File: config.mk
export PLATFORM = sky130hd
export DESIGN_NAME = prif_top
export DESIGN_NICKNAME = d
export VERILOG_FILES = /design/src/common/prif_pkg.sv /design/src/common/prif_chan_if.sv /design/src/prif_chan.sv /design/src/prif_top.sv
export VERILOG_INCLUDE_DIRS = /design/src /design/src/common
export SDC_FILE = /design/constraint.sdc
export NUM_CORES = 1
export LEC_CHECK = 0
export BUFFER_PORTS_ARGS = -buffer_cell sky130_fd_sc_hd__buf_2
export CAP_MARGIN = 20
export CORE_MARGIN = 1.5
export CORE_UTILIZATION = 27
export CTS_CLUSTER_DIAMETER = 120
export CTS_CLUSTER_SIZE = 12
export DETAILED_ROUTE_END_ITERATION = 12
export GPL_TIMING_DRIVEN = 1
export SETUP_SLACK_MARGIN = 0.1
export SYNTH_ARGS = -nofsm -noshare
export SYNTH_HDL_FRONTEND = slang
export SYNTH_SLANG_ARGS = --single-unit
File: constraint.sdc
create_clock -name I_CLK -period 2.6 [get_ports I_CLK]
set_clock_uncertainty 0.15 [all_clocks]
set_input_delay 0.13 -clock I_CLK [delete_from_list [all_inputs] [get_ports I_CLK]]
set_output_delay 0.13 -clock I_CLK [all_outputs]
set_load 0.02 [all_outputs]
File: src/common/prif_map.svh
// Address map, field positions, reset values and command bits of the register interface
`ifndef PRIF_MAP_SVH
`define PRIF_MAP_SVH
// Register window sizes in address bits
`define PRIF_WIN_BITS       14
`define PRIF_IRQC_WIN_BITS  12
`define PRIF_ADDR_W         14
// Register byte offsets
`define PRIF_OFS_CTRL       14'h0000
`define PRIF_OFS_MODE       14'h0004
`define PRIF_OFS_STAT       14'h0008
`define PRIF_OFS_EVT        14'h000C
`define PRIF_OFS_IEN        14'h0010
`define PRIF_OFS_IDIS       14'h0014
`define PRIF_OFS_IMASK      14'h0018
`define PRIF_OFS_CHEN       14'h0020
`define PRIF_OFS_CHDIS      14'h0024
`define PRIF_OFS_CHST       14'h0028
`define PRIF_OFS_RX_PTR     14'h0030
`define PRIF_OFS_RX_CNT     14'h0034
`define PRIF_OFS_TX_PTR     14'h0038
`define PRIF_OFS_TX_CNT     14'h003C
// Reset values
`define PRIF_RST_MODE       2'h0
`define PRIF_RST_BITS2      2'h0
`define PRIF_RST_PTR        32'h0000_0000
`define PRIF_RST_CNT        16'h0000
`define PRIF_RST_WORD       32'h0000_0000
// Field positions
`define PRIF_BIT_RX         0
`define PRIF_BIT_TX         1
`define PRIF_MODE_MSB       1
`define PRIF_CNT_MSB        15
`define PRIF_STAT_BUSY_LSB  2
`define PRIF_STAT_W         4
`define PRIF_CNT_ONE        16'h0001
`define PRIF_CNT_ZERO       16'h0000
`endif

File: src/common/prif_pkg.sv
// Types and helpers shared by the register interface and its transfer channels
package prif_pkg;
    // Size of one data unit moved by a channel
    typedef enum logic [1:0] {
        PRIF_UNIT_BYTE = 2'h0,
        PRIF_UNIT_HALF = 2'h1,
        PRIF_UNIT_WORD = 2'h2,
        PRIF_UNIT_RSVD = 2'h3
    } prif_unit_t;

    // Pointer step in bytes for a unit size; reserved code steps like a byte
    function automatic logic [31:0] prif_unit_bytes(input logic [1:0] unit);
        logic [31:0] step;
        step = 32'h0000_0001;
        case (unit)
            PRIF_UNIT_HALF: step = 32'h0000_0002;
            PRIF_UNIT_WORD: step = 32'h0000_0004;
            default:        step = 32'h0000_0001;
        endcase
        return step;
    endfunction : prif_unit_bytes
endpackage : prif_pkg

File: src/common/prif_chan_if.sv
// Signals between the register interface and one transfer channel
`timescale 1ns/100ps
`default_nettype none
interface prif_chan_if;
    logic        ptr_we;     // Load pointer from wdata
    logic        cnt_we;     // Load count from wdata
    logic        abort;      // Drop remaining count
    logic [31:0] wdata;      // Bus write word
    logic [1:0]  unit;       // Unit size code
    logic        enable;     // Channel enabled
    logic        periph_req; // Peripheral wants a unit moved
    logic        mem_ack;    // Memory side took the unit
    logic [31:0] ptr;        // Current address pointer
    logic [15:0] cnt;        // Units remaining
    logic        mem_req;    // Transfer request to memory side
    logic        done;       // One-cycle end of transfer pulse

    modport ctl  (output ptr_we, cnt_we, abort, wdata, unit, enable, periph_req, mem_ack,
                  input  ptr, cnt, mem_req, done);
    modport chan (input  ptr_we, cnt_we, abort, wdata, unit, enable, periph_req, mem_ack,
                  output ptr, cnt, mem_req, done);
endinterface : prif_chan_if
`default_nettype wire

File: src/prif_chan.sv
// One peripheral transfer channel: address pointer and unit count
`timescale 1ns/100ps
`default_nettype none
`include "prif_map.svh"
module prif_chan
    import prif_pkg::*;
(
    input  wire logic  i_clk, // System clock
    input  wire logic  i_rst, // Synchronous reset, active high
    prif_chan_if.chan  cif    // Control and status toward the register file
);
    logic        step;   // A unit moves this cycle
    logic [31:0] ptr_q;  // Address pointer
    logic [15:0] cnt_q;  // Remaining units
    logic        done_q; // End pulse

    // Request only while units remain, so a finished channel goes quiet
    assign cif.mem_req = cif.enable && cif.periph_req && (cnt_q != `PRIF_CNT_ZERO);
    assign step        = cif.mem_req && cif.mem_ack;
    assign cif.ptr     = ptr_q;
    assign cif.cnt     = cnt_q;
    assign cif.done    = done_q;

    // Pointer: software load beats stepping
    always_ff @(posedge i_clk)
    begin
        if (i_rst)
            ptr_q <= `PRIF_RST_PTR;
        else if (cif.ptr_we)
            ptr_q <= cif.wdata;
        else if (step)
            ptr_q <= ptr_q + prif_unit_bytes(cif.unit);
    end

    // Count: 16 bits, so one load covers up to 65535 units of the configured size
    always_ff @(posedge i_clk)
    begin
        if (i_rst)
            cnt_q <= `PRIF_RST_CNT;
        else if (cif.abort)
            cnt_q <= `PRIF_RST_CNT;
        else if (cif.cnt_we)
            cnt_q <= cif.wdata[`PRIF_CNT_MSB:0];
        else if (step)
            cnt_q <= cnt_q - `PRIF_CNT_ONE;
    end

    // End pulse once the last unit has moved
    always_ff @(posedge i_clk)
    begin
        if (i_rst)
            done_q <= 1'b0;
        else
            done_q <= step && (cnt_q == `PRIF_CNT_ONE) && !cif.cnt_we && !cif.abort;
    end
endmodule : prif_chan
`default_nettype wire

File: src/prif_top.sv
// Peripheral register interface: APB slave, command/mode/status, interrupt mask, two channels
`timescale 1ns/100ps
`default_nettype none
`include "prif_map.svh"

module prif_top
    import prif_pkg::*;
#(
    parameter bit P_IRQC_WINDOW = 1'b0 // Narrow window for the interrupt controller
)
(
    input  wire logic                    I_CLK,          // 10 MHz system clock
    input  wire logic                    I_RST,          // Synchronous reset, active high
    input  wire logic                    I_PSEL,         // APB select
    input  wire logic                    I_PENABLE,      // APB access phase
    input  wire logic                    I_PWRITE,       // APB direction, high for write
    input  wire logic [`PRIF_ADDR_W-1:0] I_PADDR,        // APB byte address in window
    input  wire logic [31:0]             I_PWDATA,       // APB write data
    output logic      [31:0]             O_PRDATA,       // APB read data
    output logic                         O_PREADY,       // APB ready
    output logic                         O_PSLVERR,      // APB error, never raised
    output logic                         O_IRQ,          // Interrupt source, active high
    input  wire logic                    I_RX_REQ,       // Receiver wants a unit moved
    input  wire logic                    I_TX_REQ,       // Transmitter wants a unit moved
    output logic                         O_RX_MEM_REQ,   // Receive channel memory request
    output logic      [31:0]             O_RX_MEM_ADDR,  // Receive channel address
    input  wire logic                    I_RX_MEM_ACK,   // Receive unit taken
    output logic                         O_TX_MEM_REQ,   // Transmit channel memory request
    output logic      [31:0]             O_TX_MEM_ADDR,  // Transmit channel address
    input  wire logic                    I_TX_MEM_ACK    // Transmit unit taken
);
    // ------------------------------------------------------------------
    // Declarations
    // ------------------------------------------------------------------
    logic [`PRIF_ADDR_W-1:0] addr_w;    // Word-aligned address
    logic                    in_win;    // Address inside decoded window
    logic                    setup;     // APB setup cycle
    logic                    wr;        // APB write taking effect
    logic                    rd_setup;  // Read in setup cycle
    logic [31:0]             rd_d;      // Read mux
    logic [31:0]             prdata_q;  // Registered read data
    logic [`PRIF_MODE_MSB:0] mode_q;    // Unit size configuration
    logic [1:0]              chst_q;    // Channel enable status
    logic [1:0]              imask_q;   // Interrupt mask
    logic [1:0]              evt_q;     // Sticky end-of-transfer events
    logic [1:0]              evt_d;     // Next event state
    logic [1:0]              done;      // End pulses from channels
    logic [1:0]              cnt_zero;  // Channel count is zero
    logic [`PRIF_STAT_W-1:0] stat;      // Live status word

    prif_chan_if rx_if (); // Receive channel link
    prif_chan_if tx_if (); // Transmit channel link

    // Register hit on a given offset
    function automatic logic hit(input logic [`PRIF_ADDR_W-1:0] a,
                                 input logic [`PRIF_ADDR_W-1:0] ofs);
        return a == ofs;
    endfunction : hit

    // ------------------------------------------------------------------
    // APB decode
    // ------------------------------------------------------------------
    // Narrow accesses cannot be told apart here, so they act as whole words
    assign addr_w   = {I_PADDR[`PRIF_ADDR_W-1:2], 2'b00};
    // Bits above the window must be zero; the narrow window drops the top two
    assign in_win   = P_IRQC_WINDOW ?
                      (I_PADDR[`PRIF_WIN_BITS-1:`PRIF_IRQC_WIN_BITS] == 2'b00) : 1'b1;
    assign setup    = I_PSEL && !I_PENABLE;
    assign wr       = I_PSEL && I_PENABLE && I_PWRITE && in_win;
    assign rd_setup = setup && !I_PWRITE;

    // Zero wait states; no error even for unmapped or read-only targets
    assign O_PREADY  = 1'b1;
    assign O_PSLVERR = 1'b0;
    assign O_PRDATA  = prdata_q;

    // ------------------------------------------------------------------
    // Status assembly
    // ------------------------------------------------------------------
    assign cnt_zero = {tx_if.cnt == `PRIF_CNT_ZERO, rx_if.cnt == `PRIF_CNT_ZERO};
    assign done     = {tx_if.done, rx_if.done};
    // Low half: channel empty; high half: channel busy
    assign stat     = {chst_q & ~cnt_zero, cnt_zero};

    // ------------------------------------------------------------------
    // Read mux
    // ------------------------------------------------------------------
    // Unused bits and unmapped offsets return zero
    always_comb
    begin
        rd_d = `PRIF_RST_WORD;
        if (in_win)
        begin
            unique case (1'b1)
                hit(addr_w, `PRIF_OFS_MODE):
                    rd_d[`PRIF_MODE_MSB:0] = mode_q;
                hit(addr_w, `PRIF_OFS_STAT):
                    rd_d[`PRIF_STAT_W-1:0] = stat;
                hit(addr_w, `PRIF_OFS_EVT):
                    rd_d[1:0] = evt_q;
                hit(addr_w, `PRIF_OFS_IMASK):
                    rd_d[1:0] = imask_q;
                hit(addr_w, `PRIF_OFS_CHST):
                    rd_d[1:0] = chst_q;
                hit(addr_w, `PRIF_OFS_RX_PTR):
                    rd_d = rx_if.ptr;
                hit(addr_w, `PRIF_OFS_RX_CNT):
                    rd_d[`PRIF_CNT_MSB:0] = rx_if.cnt;
                hit(addr_w, `PRIF_OFS_TX_PTR):
                    rd_d = tx_if.ptr;
                hit(addr_w, `PRIF_OFS_TX_CNT):
                    rd_d[`PRIF_CNT_MSB:0] = tx_if.cnt;
                default:
                    rd_d = `PRIF_RST_WORD;
            endcase
        end
    end

    // Read data captured in setup, so it comes from a flip-flop in access
    always_ff @(posedge I_CLK)
    begin
        if (I_RST)
            prdata_q <= `PRIF_RST_WORD;
        else if (rd_setup)
            prdata_q <= rd_d;
    end

    // ------------------------------------------------------------------
    // Mode register
    // ------------------------------------------------------------------
    // Configuration of unit size for both channels
    always_ff @(posedge I_CLK)
    begin
        if (I_RST)
            mode_q <= `PRIF_RST_MODE;
        else if (wr && hit(addr_w, `PRIF_OFS_MODE))
            mode_q <= I_PWDATA[`PRIF_MODE_MSB:0];
    end

    // ------------------------------------------------------------------
    // Channel enable / disable / status
    // ------------------------------------------------------------------
    // Set and clear words avoid read-modify-write races with handlers
    always_ff @(posedge I_CLK)
    begin
        if (I_RST)
            chst_q <= `PRIF_RST_BITS2;
        else if (wr && hit(addr_w, `PRIF_OFS_CHEN))
            chst_q <= chst_q | I_PWDATA[1:0];
        else if (wr && hit(addr_w, `PRIF_OFS_CHDIS))
            chst_q <= chst_q & ~I_PWDATA[1:0];
    end

    // ------------------------------------------------------------------
    // Interrupt mask enable / disable / readback
    // ------------------------------------------------------------------
    // Readback offset is never a write target; writes there fall through
    always_ff @(posedge I_CLK)
    begin
        if (I_RST)
            imask_q <= `PRIF_RST_BITS2;
        else if (wr && hit(addr_w, `PRIF_OFS_IEN))
            imask_q <= imask_q | I_PWDATA[1:0];
        else if (wr && hit(addr_w, `PRIF_OFS_IDIS))
            imask_q <= imask_q & ~I_PWDATA[1:0];
    end

    // ------------------------------------------------------------------
    // Sticky events
    // ------------------------------------------------------------------
    // Write one to clear; a new end pulse in the same cycle wins
    always_comb
    begin
        evt_d = evt_q;
        if (wr && hit(addr_w, `PRIF_OFS_EVT))
            evt_d = evt_q & ~I_PWDATA[1:0];
        evt_d = evt_d | done;
    end

    // Event flags register
    always_ff @(posedge I_CLK)
    begin
        if (I_RST)
            evt_q <= `PRIF_RST_BITS2;
        else
            evt_q <= evt_d;
    end

    // Single level source toward the vectored_irq_controller
    assign O_IRQ = |(evt_q & imask_q);

    // ------------------------------------------------------------------
    // Channel control
    // ------------------------------------------------------------------
    // Two of the eight system channels live here: one receive, one transmit
    assign rx_if.ptr_we     = wr && hit(addr_w, `PRIF_OFS_RX_PTR);
    assign rx_if.cnt_we     = wr && hit(addr_w, `PRIF_OFS_RX_CNT);
    assign rx_if.abort      = wr && hit(addr_w, `PRIF_OFS_CTRL) && I_PWDATA[`PRIF_BIT_RX];
    assign rx_if.wdata      = I_PWDATA;
    assign rx_if.unit       = mode_q;
    assign rx_if.enable     = chst_q[`PRIF_BIT_RX];
    assign rx_if.periph_req = I_RX_REQ;
    assign rx_if.mem_ack    = I_RX_MEM_ACK;

    assign tx_if.ptr_we     = wr && hit(addr_w, `PRIF_OFS_TX_PTR);
    assign tx_if.cnt_we     = wr && hit(addr_w, `PRIF_OFS_TX_CNT);
    assign tx_if.abort      = wr && hit(addr_w, `PRIF_OFS_CTRL) && I_PWDATA[`PRIF_BIT_TX];
    assign tx_if.wdata      = I_PWDATA;
    assign tx_if.unit       = mode_q;
    assign tx_if.enable     = chst_q[`PRIF_BIT_TX];
    assign tx_if.periph_req = I_TX_REQ;
    assign tx_if.mem_ack    = I_TX_MEM_ACK;

    assign O_RX_MEM_REQ  = rx_if.mem_req;
    assign O_RX_MEM_ADDR = rx_if.ptr;
    assign O_TX_MEM_REQ  = tx_if.mem_req;
    assign O_TX_MEM_ADDR = tx_if.ptr;

    // Receive channel
    prif_chan u_rx_chan
    (
        .i_clk (I_CLK),
        .i_rst (I_RST),
        .cif   (rx_if)
    );

    // Transmit channel
    prif_chan u_tx_chan
    (
        .i_clk (I_CLK),
        .i_rst (I_RST),
        .cif   (tx_if)
    );
endmodule : prif_top
`default_nettype wire

## Word level (Yosys, flattened, before mapping)

Index checks and enable logic that the tools add are counted.

- Bitwise operators: 10
- Muxes and demuxes: 24
- Eq/ne operators: 17
- Add/subtract/negate cells: 4
- Reductions and logical operators: 49

Operator list:

| operator | number |
|---|---|
| 32-bit two-way mux | 10 |
| 12-bit by 4-bit equality test with 1-bit output, second input constant | 7 |
| 32-bit adder | 2 |
| 16-bit two-way mux | 4 |
| 12-bit one-hot mux with 4 select lines | 1 |
| 12-bit by 3-bit equality test with 1-bit output, second input constant | 3 |
| 16-bit by 1-bit equality test with 1-bit output, second input constant | 2 |
| 16-bit logical NOT | 2 |
| 16-bit one-hot mux with 2 select lines | 1 |
| 16-bit nonzero test | 2 |
| 16-bit by 1-bit subtractor with 16-bit output, second input constant | 2 |
| 1-bit logical AND | 29 |
| 12-bit by 2-bit equality test with 1-bit output, second input constant | 2 |
| 2-bit one-hot mux with 9 select lines | 1 |
| 14-bit logical NOT | 1 |
| 12-bit by 1-bit equality test with 1-bit output, second input constant | 1 |
| 2-bit nonzero test | 6 |
| 2-bit AND | 5 |
| 2-bit two-way mux | 5 |
| 2-bit one-hot mux with 5 select lines | 1 |
| 1-bit logical NOT | 6 |
| 2-bit OR | 3 |
| 3-bit one-hot mux with 2 select lines | 1 |
| 2-bit OR reduction | 3 |
| other kinds (3) | 4 |

- Logic and storage cells: 115
- Input bits: 55
- Flip-flop bits (word level): 138
- Output and inout port bits: 101

## Longest topological paths before layout

- Depth in word-level cells: 9
- Depth in mapped cells: 11
- Mapped depth without buffers: 10

## Modules after synthesis

Synthesis repeated with hierarchy kept, for this count alone.

- Cell total of the unflattened synthesis: 1,003
- Area total of the unflattened synthesis: 8,389.3 sq um

By module, submodules not included:

| module | cells an instance | instances | area an instance (sq um) | seq. area each (sq um) |
|---|---|---|---|---|
| prif_chan at u_rx_chan | 347 | 1 | 2,951.6 | 980.9 |
| prif_chan at u_tx_chan | 355 | 1 | 2,919.0 | 980.9 |
| prif_top | 301 | 1 | 2,518.7 | 800.8 |

## Worst setup path after synthesis

OpenSTA, ideal clock, no wires.

- Kind: register to register
- Start: register u_tx_chan.cnt_q[0], in the netlist u_tx_chan.cif.cnt[0]
- End: register u_tx_chan.ptr_q[10], in the netlist u_tx_chan.cif.ptr[10]
- Arrival time: 2,313 ps
- Setup slack: 51 ps
- Cell stages (with the launch flop): 10
- Cell sequence: dfxtp_1 inv_1 ha_1 or4b_2 or4_1 buf_2 and2_4 and4_1 xnor2_1 a211oi_1

- Word-level cells in the longest chain between the ends: 4

RTL lines:

| what | RTL line | source |
|---|---|---|
| from (decl) | prif_chan.sv:14 | `logic [15:0] cnt_q;` |
| from (signal assigned) | prif_chan.sv:39 | `` cnt_q <= `PRIF_RST_CNT; `` |
| from (signal assigned) | prif_chan.sv:41 | `` cnt_q <= `PRIF_RST_CNT; `` |
| from (signal assigned) | prif_chan.sv:43 | `` cnt_q <= cif.wdata[`PRIF_CNT_MSB:0]; `` |
| 16-bit nonzero test (no line) | n/a |  |
| 1-bit logical AND | prif_chan.sv:18 | `` assign cif.mem_req = cif.enable && cif.periph_req && (cnt_q != `PRIF_CNT_ZERO); `` |
| 1-bit logical AND | prif_chan.sv:19 | `assign step = cif.mem_req && cif.mem_ack;` |
| 2-bit nonzero test (no line) | n/a |  |
| to (signal assigned) | prif_chan.sv:28 | `` ptr_q <= `PRIF_RST_PTR; `` |
| to (signal assigned) | prif_chan.sv:30 | `ptr_q <= cif.wdata;` |
| to (signal assigned) | prif_chan.sv:32 | `ptr_q <= ptr_q + prif_unit_bytes(cif.unit);` |
| to (decl) | prif_chan.sv:13 | `logic [31:0] ptr_q;` |

Every way passes these cells.
A chain may end at the register's enable or synchronous reset.

## Worst setup path in the final report

- Start: register u_tx_chan.cnt_q[1], in the netlist u_tx_chan.cif.cnt[1]
- End: register u_tx_chan.ptr_q[12], in the netlist u_tx_chan.cif.ptr[12]

Same word-level chain as after synthesis.

==> run metrics <==
outcome finished, violations left; failing checks setup timing; # setup viols final 11; fmax 0.371 GHz; HP Class in2reg; Post-Syn Instances 947; Final min period 2690 ps; I/O pins 156; vias in the first global route 7683; syn_area_per_cell 8.19 sq um; Avg WL per Cell 18.4 microns; vias 8157; max incr delay on CP 540 ps; Rows 61; WL final 29000 microns; die area 29700 sq um; layout cells sized above 1 31.4%; Seq/Total Area, Yosys 35.6%; post-layout util 39.4%; core footprint 28000 sq um; Worst R2R Path Depth 11; worst-skew pair later-pin latency 430 ps; Die Y 172 microns; crit start category flop; 1st-pass router iterations 9; most used cell, CP buf_6; Final WS setup -93.9 ps; largest fanout on the critical path 7; r2r setup slk -90 ps; peak supply drop 0.000401 V; clock-pin slew on the worst setup and hold paths 70 ps; DRT antenna net count 0; Hold Crit Start I_PADDR[4]; starting DRC count in detailed routing 606; Overflow after GRT 0; synth warn 0; final hold viol count 0; antenna violations before repair 0; Lkg Pwr 4.27 nW; Crit-path slowest cell or4_4; worst path required time 2780 ps; Starting Density 27.7%; Critical Path Sink Type flop; CP cell instances inv_2, ha_4, or4b_4, or4_4, buf_6, buf_6, buf_12, nand3_4, nor3_2, xor2_1, a22o_1; Synth cell types 60; footprint of the multi-input gates 5210 sq um; CTS Sinks 138; Port Buffers 151; Hold Crit Depth 5; Tot GR Track Use 19.4%; Final nets 1255; Root Driver clkbuf_16; pre-CTS setup slack -154 ps; # diodes 0; max-cap violation count 0; commonest non-fill, non-tap cell in the layout buf_2; HPWL reported at the end of detailed placement 21200 microns; worst path arrival time 2870 ps; Worst slew margin 38.4%; total power 4.85 mW; worst slew pin tran 921 ps; register bit total from synthesis 138; htree depth 4; fillers 2850; RSZ-0062 raised after global routing true; first-pass GRT wire length 43800 microns; syn nets 1016; crit path kind reg2reg; Mapped Area 7750 sq um; Reg2Reg Launch Point u_tx_chan.cif.cnt[1]; Top FF cell, synth dfxtp_1; Post-Place Cells 1494; # DRC 0; most frequent cells in the layout buf_2 (149), dfxtp_1 (134), nor2_1 (131), buf_4 (82), a211oi_1 (76); CTS tree yes; clk buf depth 2; vias per cell 5.17; largest net degree at the start of global routing 38; Post-synth EDFFs 0; GP Congestion 0.945; Reg area 2770 sq um; cts bufs inserted 17; Finished Layout Cells 1577; Tcrit/Tclk final 104%; chip width 172 microns; area grow syn2layout 42.3%; FFs w/ async S/R, synth 0%; pwr/cell area 440 nW/um^2; hold slack 66.4 ps; Final Max Tran Viols 0; Critical R2R Capture u_tx_chan.cif.ptr[12]
## routing by layer
metal / part of all wire [%] / GRT usage (%) / up-vias
met4: 1.7 / 5.26 / 0
li1: - / - / 3969
met1: 44 / 25.4 / 3868
met5: 0 / 0 / -
met2: 47 / 32.1 / 287
met3: 6.5 / 4.21 / 33
## cell type report
cell class                      instances  area share (%)
Clock inverter                         13            1.33
Clock buffer                           19            3.92
Multi-Input combinational cell        729            47.2
Tap cell                              378            4.29
Sequential cell                       138            25.1
Inverter                               17           0.578
Timing Repair Buffer                  283            17.6
## flip-flops by register name, summed over array words and instances (netlist names), named ones only
register / count
O_PRDATA: 32
u_rx_chan.cif.ptr: 32
u_tx_chan.cif.ptr: 32
u_rx_chan.cif.cnt: 16
u_tx_chan.cif.cnt: 16
evt_q: 2
mode_q: 2
u_rx_chan.cif.done: 1
u_tx_chan.cif.done: 1
## critical path, delay by kind of cell, from the launching register on
kind	cells	cell delay, ps
compound gates	1	170
xor+xnor	1	140
fa+ha+maj	1	120
buf+inv	4	470
flops	1	330
simple gates	4	1200
## stage by stage
stage / TNS (ps) / cell area (sq um)
after floorplan: 0 / 7800
after global placement: -514 / 9390
after detailed placement: -2210 / 9390
after CTS: -576 / 10600
after global routing: -2330 / 11000
final: -383 / 11000
## power breakdown
| part | leakage, nW | internal (mW) | switching (mW) | total (mW) |
|---|---|---|---|---|
| Sequential | 1.11 | 2.13 | 0.00515 | 2.13 |
| Clock | 0.271 | 1.42 | 1.03 | 2.46 |
| Combinational | 2.88 | 0.101 | 0.167 | 0.268 |
## timing repair
item,CTS,global route
gates cloned,1,0
hold buffers,34,0
hold endpoints to repair,104,0
gates resized for setup,42,70
setup endpoints to repair,69,73
pin swaps,30,22
setup buffers,10,6
## synth_stat cells (4+ instances only)
| cell | n | area (sq um) |
|---|---|---|
| nand2_1 | 65 | 244 |
| o21ai_1 | 4 | 20.0 |
| nor2_1 | 133 | 499 |
| nand2b_1 | 9 | 56.3 |
| mux2i_1 | 10 | 100 |
| xor2_1 | 32 | 280 |
| a21o_1 | 14 | 105 |
| nor3_2 | 4 | 40.0 |
| a211oi_1 | 81 | 608 |
| a311oi_1 | 6 | 52.6 |
| ha_1 | 14 | 175 |
| a222oi_1 | 12 | 120 |
| nand4_1 | 25 | 156 |
| buf_1 | 5 | 18.8 |
| o21ai_0 | 24 | 120 |
| nand3_1 | 35 | 175 |
| xnor2_1 | 57 | 499 |
| nor4b_1 | 5 | 43.8 |
| clkbuf_1 | 50 | 188 |
| nor4_1 | 26 | 163 |
| nor2b_1 | 6 | 37.5 |
| nor3_1 | 32 | 160 |
| a22oi_1 | 19 | 143 |
| and3_1 | 17 | 106 |
| and4_1 | 5 | 43.8 |
| inv_1 | 17 | 63.8 |
| or4_1 | 8 | 60.1 |
| dfxtp_1 | 138 | 2760 |
| a21oi_1 | 25 | 125 |
| a22o_1 | 5 | 43.8 |
| or3_1 | 11 | 68.8 |
## worst max-delay path by stage
| stage | start | endpoint |
|---|---|---|
| after floorplan | mode_q[0] | u_tx_chan.cif.ptr[26] |
| after global placement | u_tx_chan.cif.cnt[1] | u_tx_chan.cif.ptr[14] |
| after detailed placement | mode_q[0] | u_tx_chan.cif.ptr[28] |
| after CTS | u_tx_chan.cif.cnt[0] | u_tx_chan.cif.ptr[2] |
| after global routing | u_tx_chan.cif.cnt[1] | u_tx_chan.cif.ptr[12] |
| final | u_tx_chan.cif.cnt[1] | u_tx_chan.cif.ptr[12] |
## kinds of logic after synthesis
| logic type | Yosys count | synth area share [%] |
|---|---|---|
| XOR/XNOR | 89 | 10.1 |
| buffers and inverters | 81 | 4.40 |
| other | 2 | 0.0968 |
| multiplexers | 14 | 2.16 |
| adder cells (fa/ha/maj) | 14 | 2.26 |
| AO/OA/AOI/OAI | 208 | 19.4 |
| AND/OR/NAND/NOR | 401 | 26.0 |
| flip-flops | 138 | 35.6 |
No activity file was read; power rests on OpenSTA's default activity.
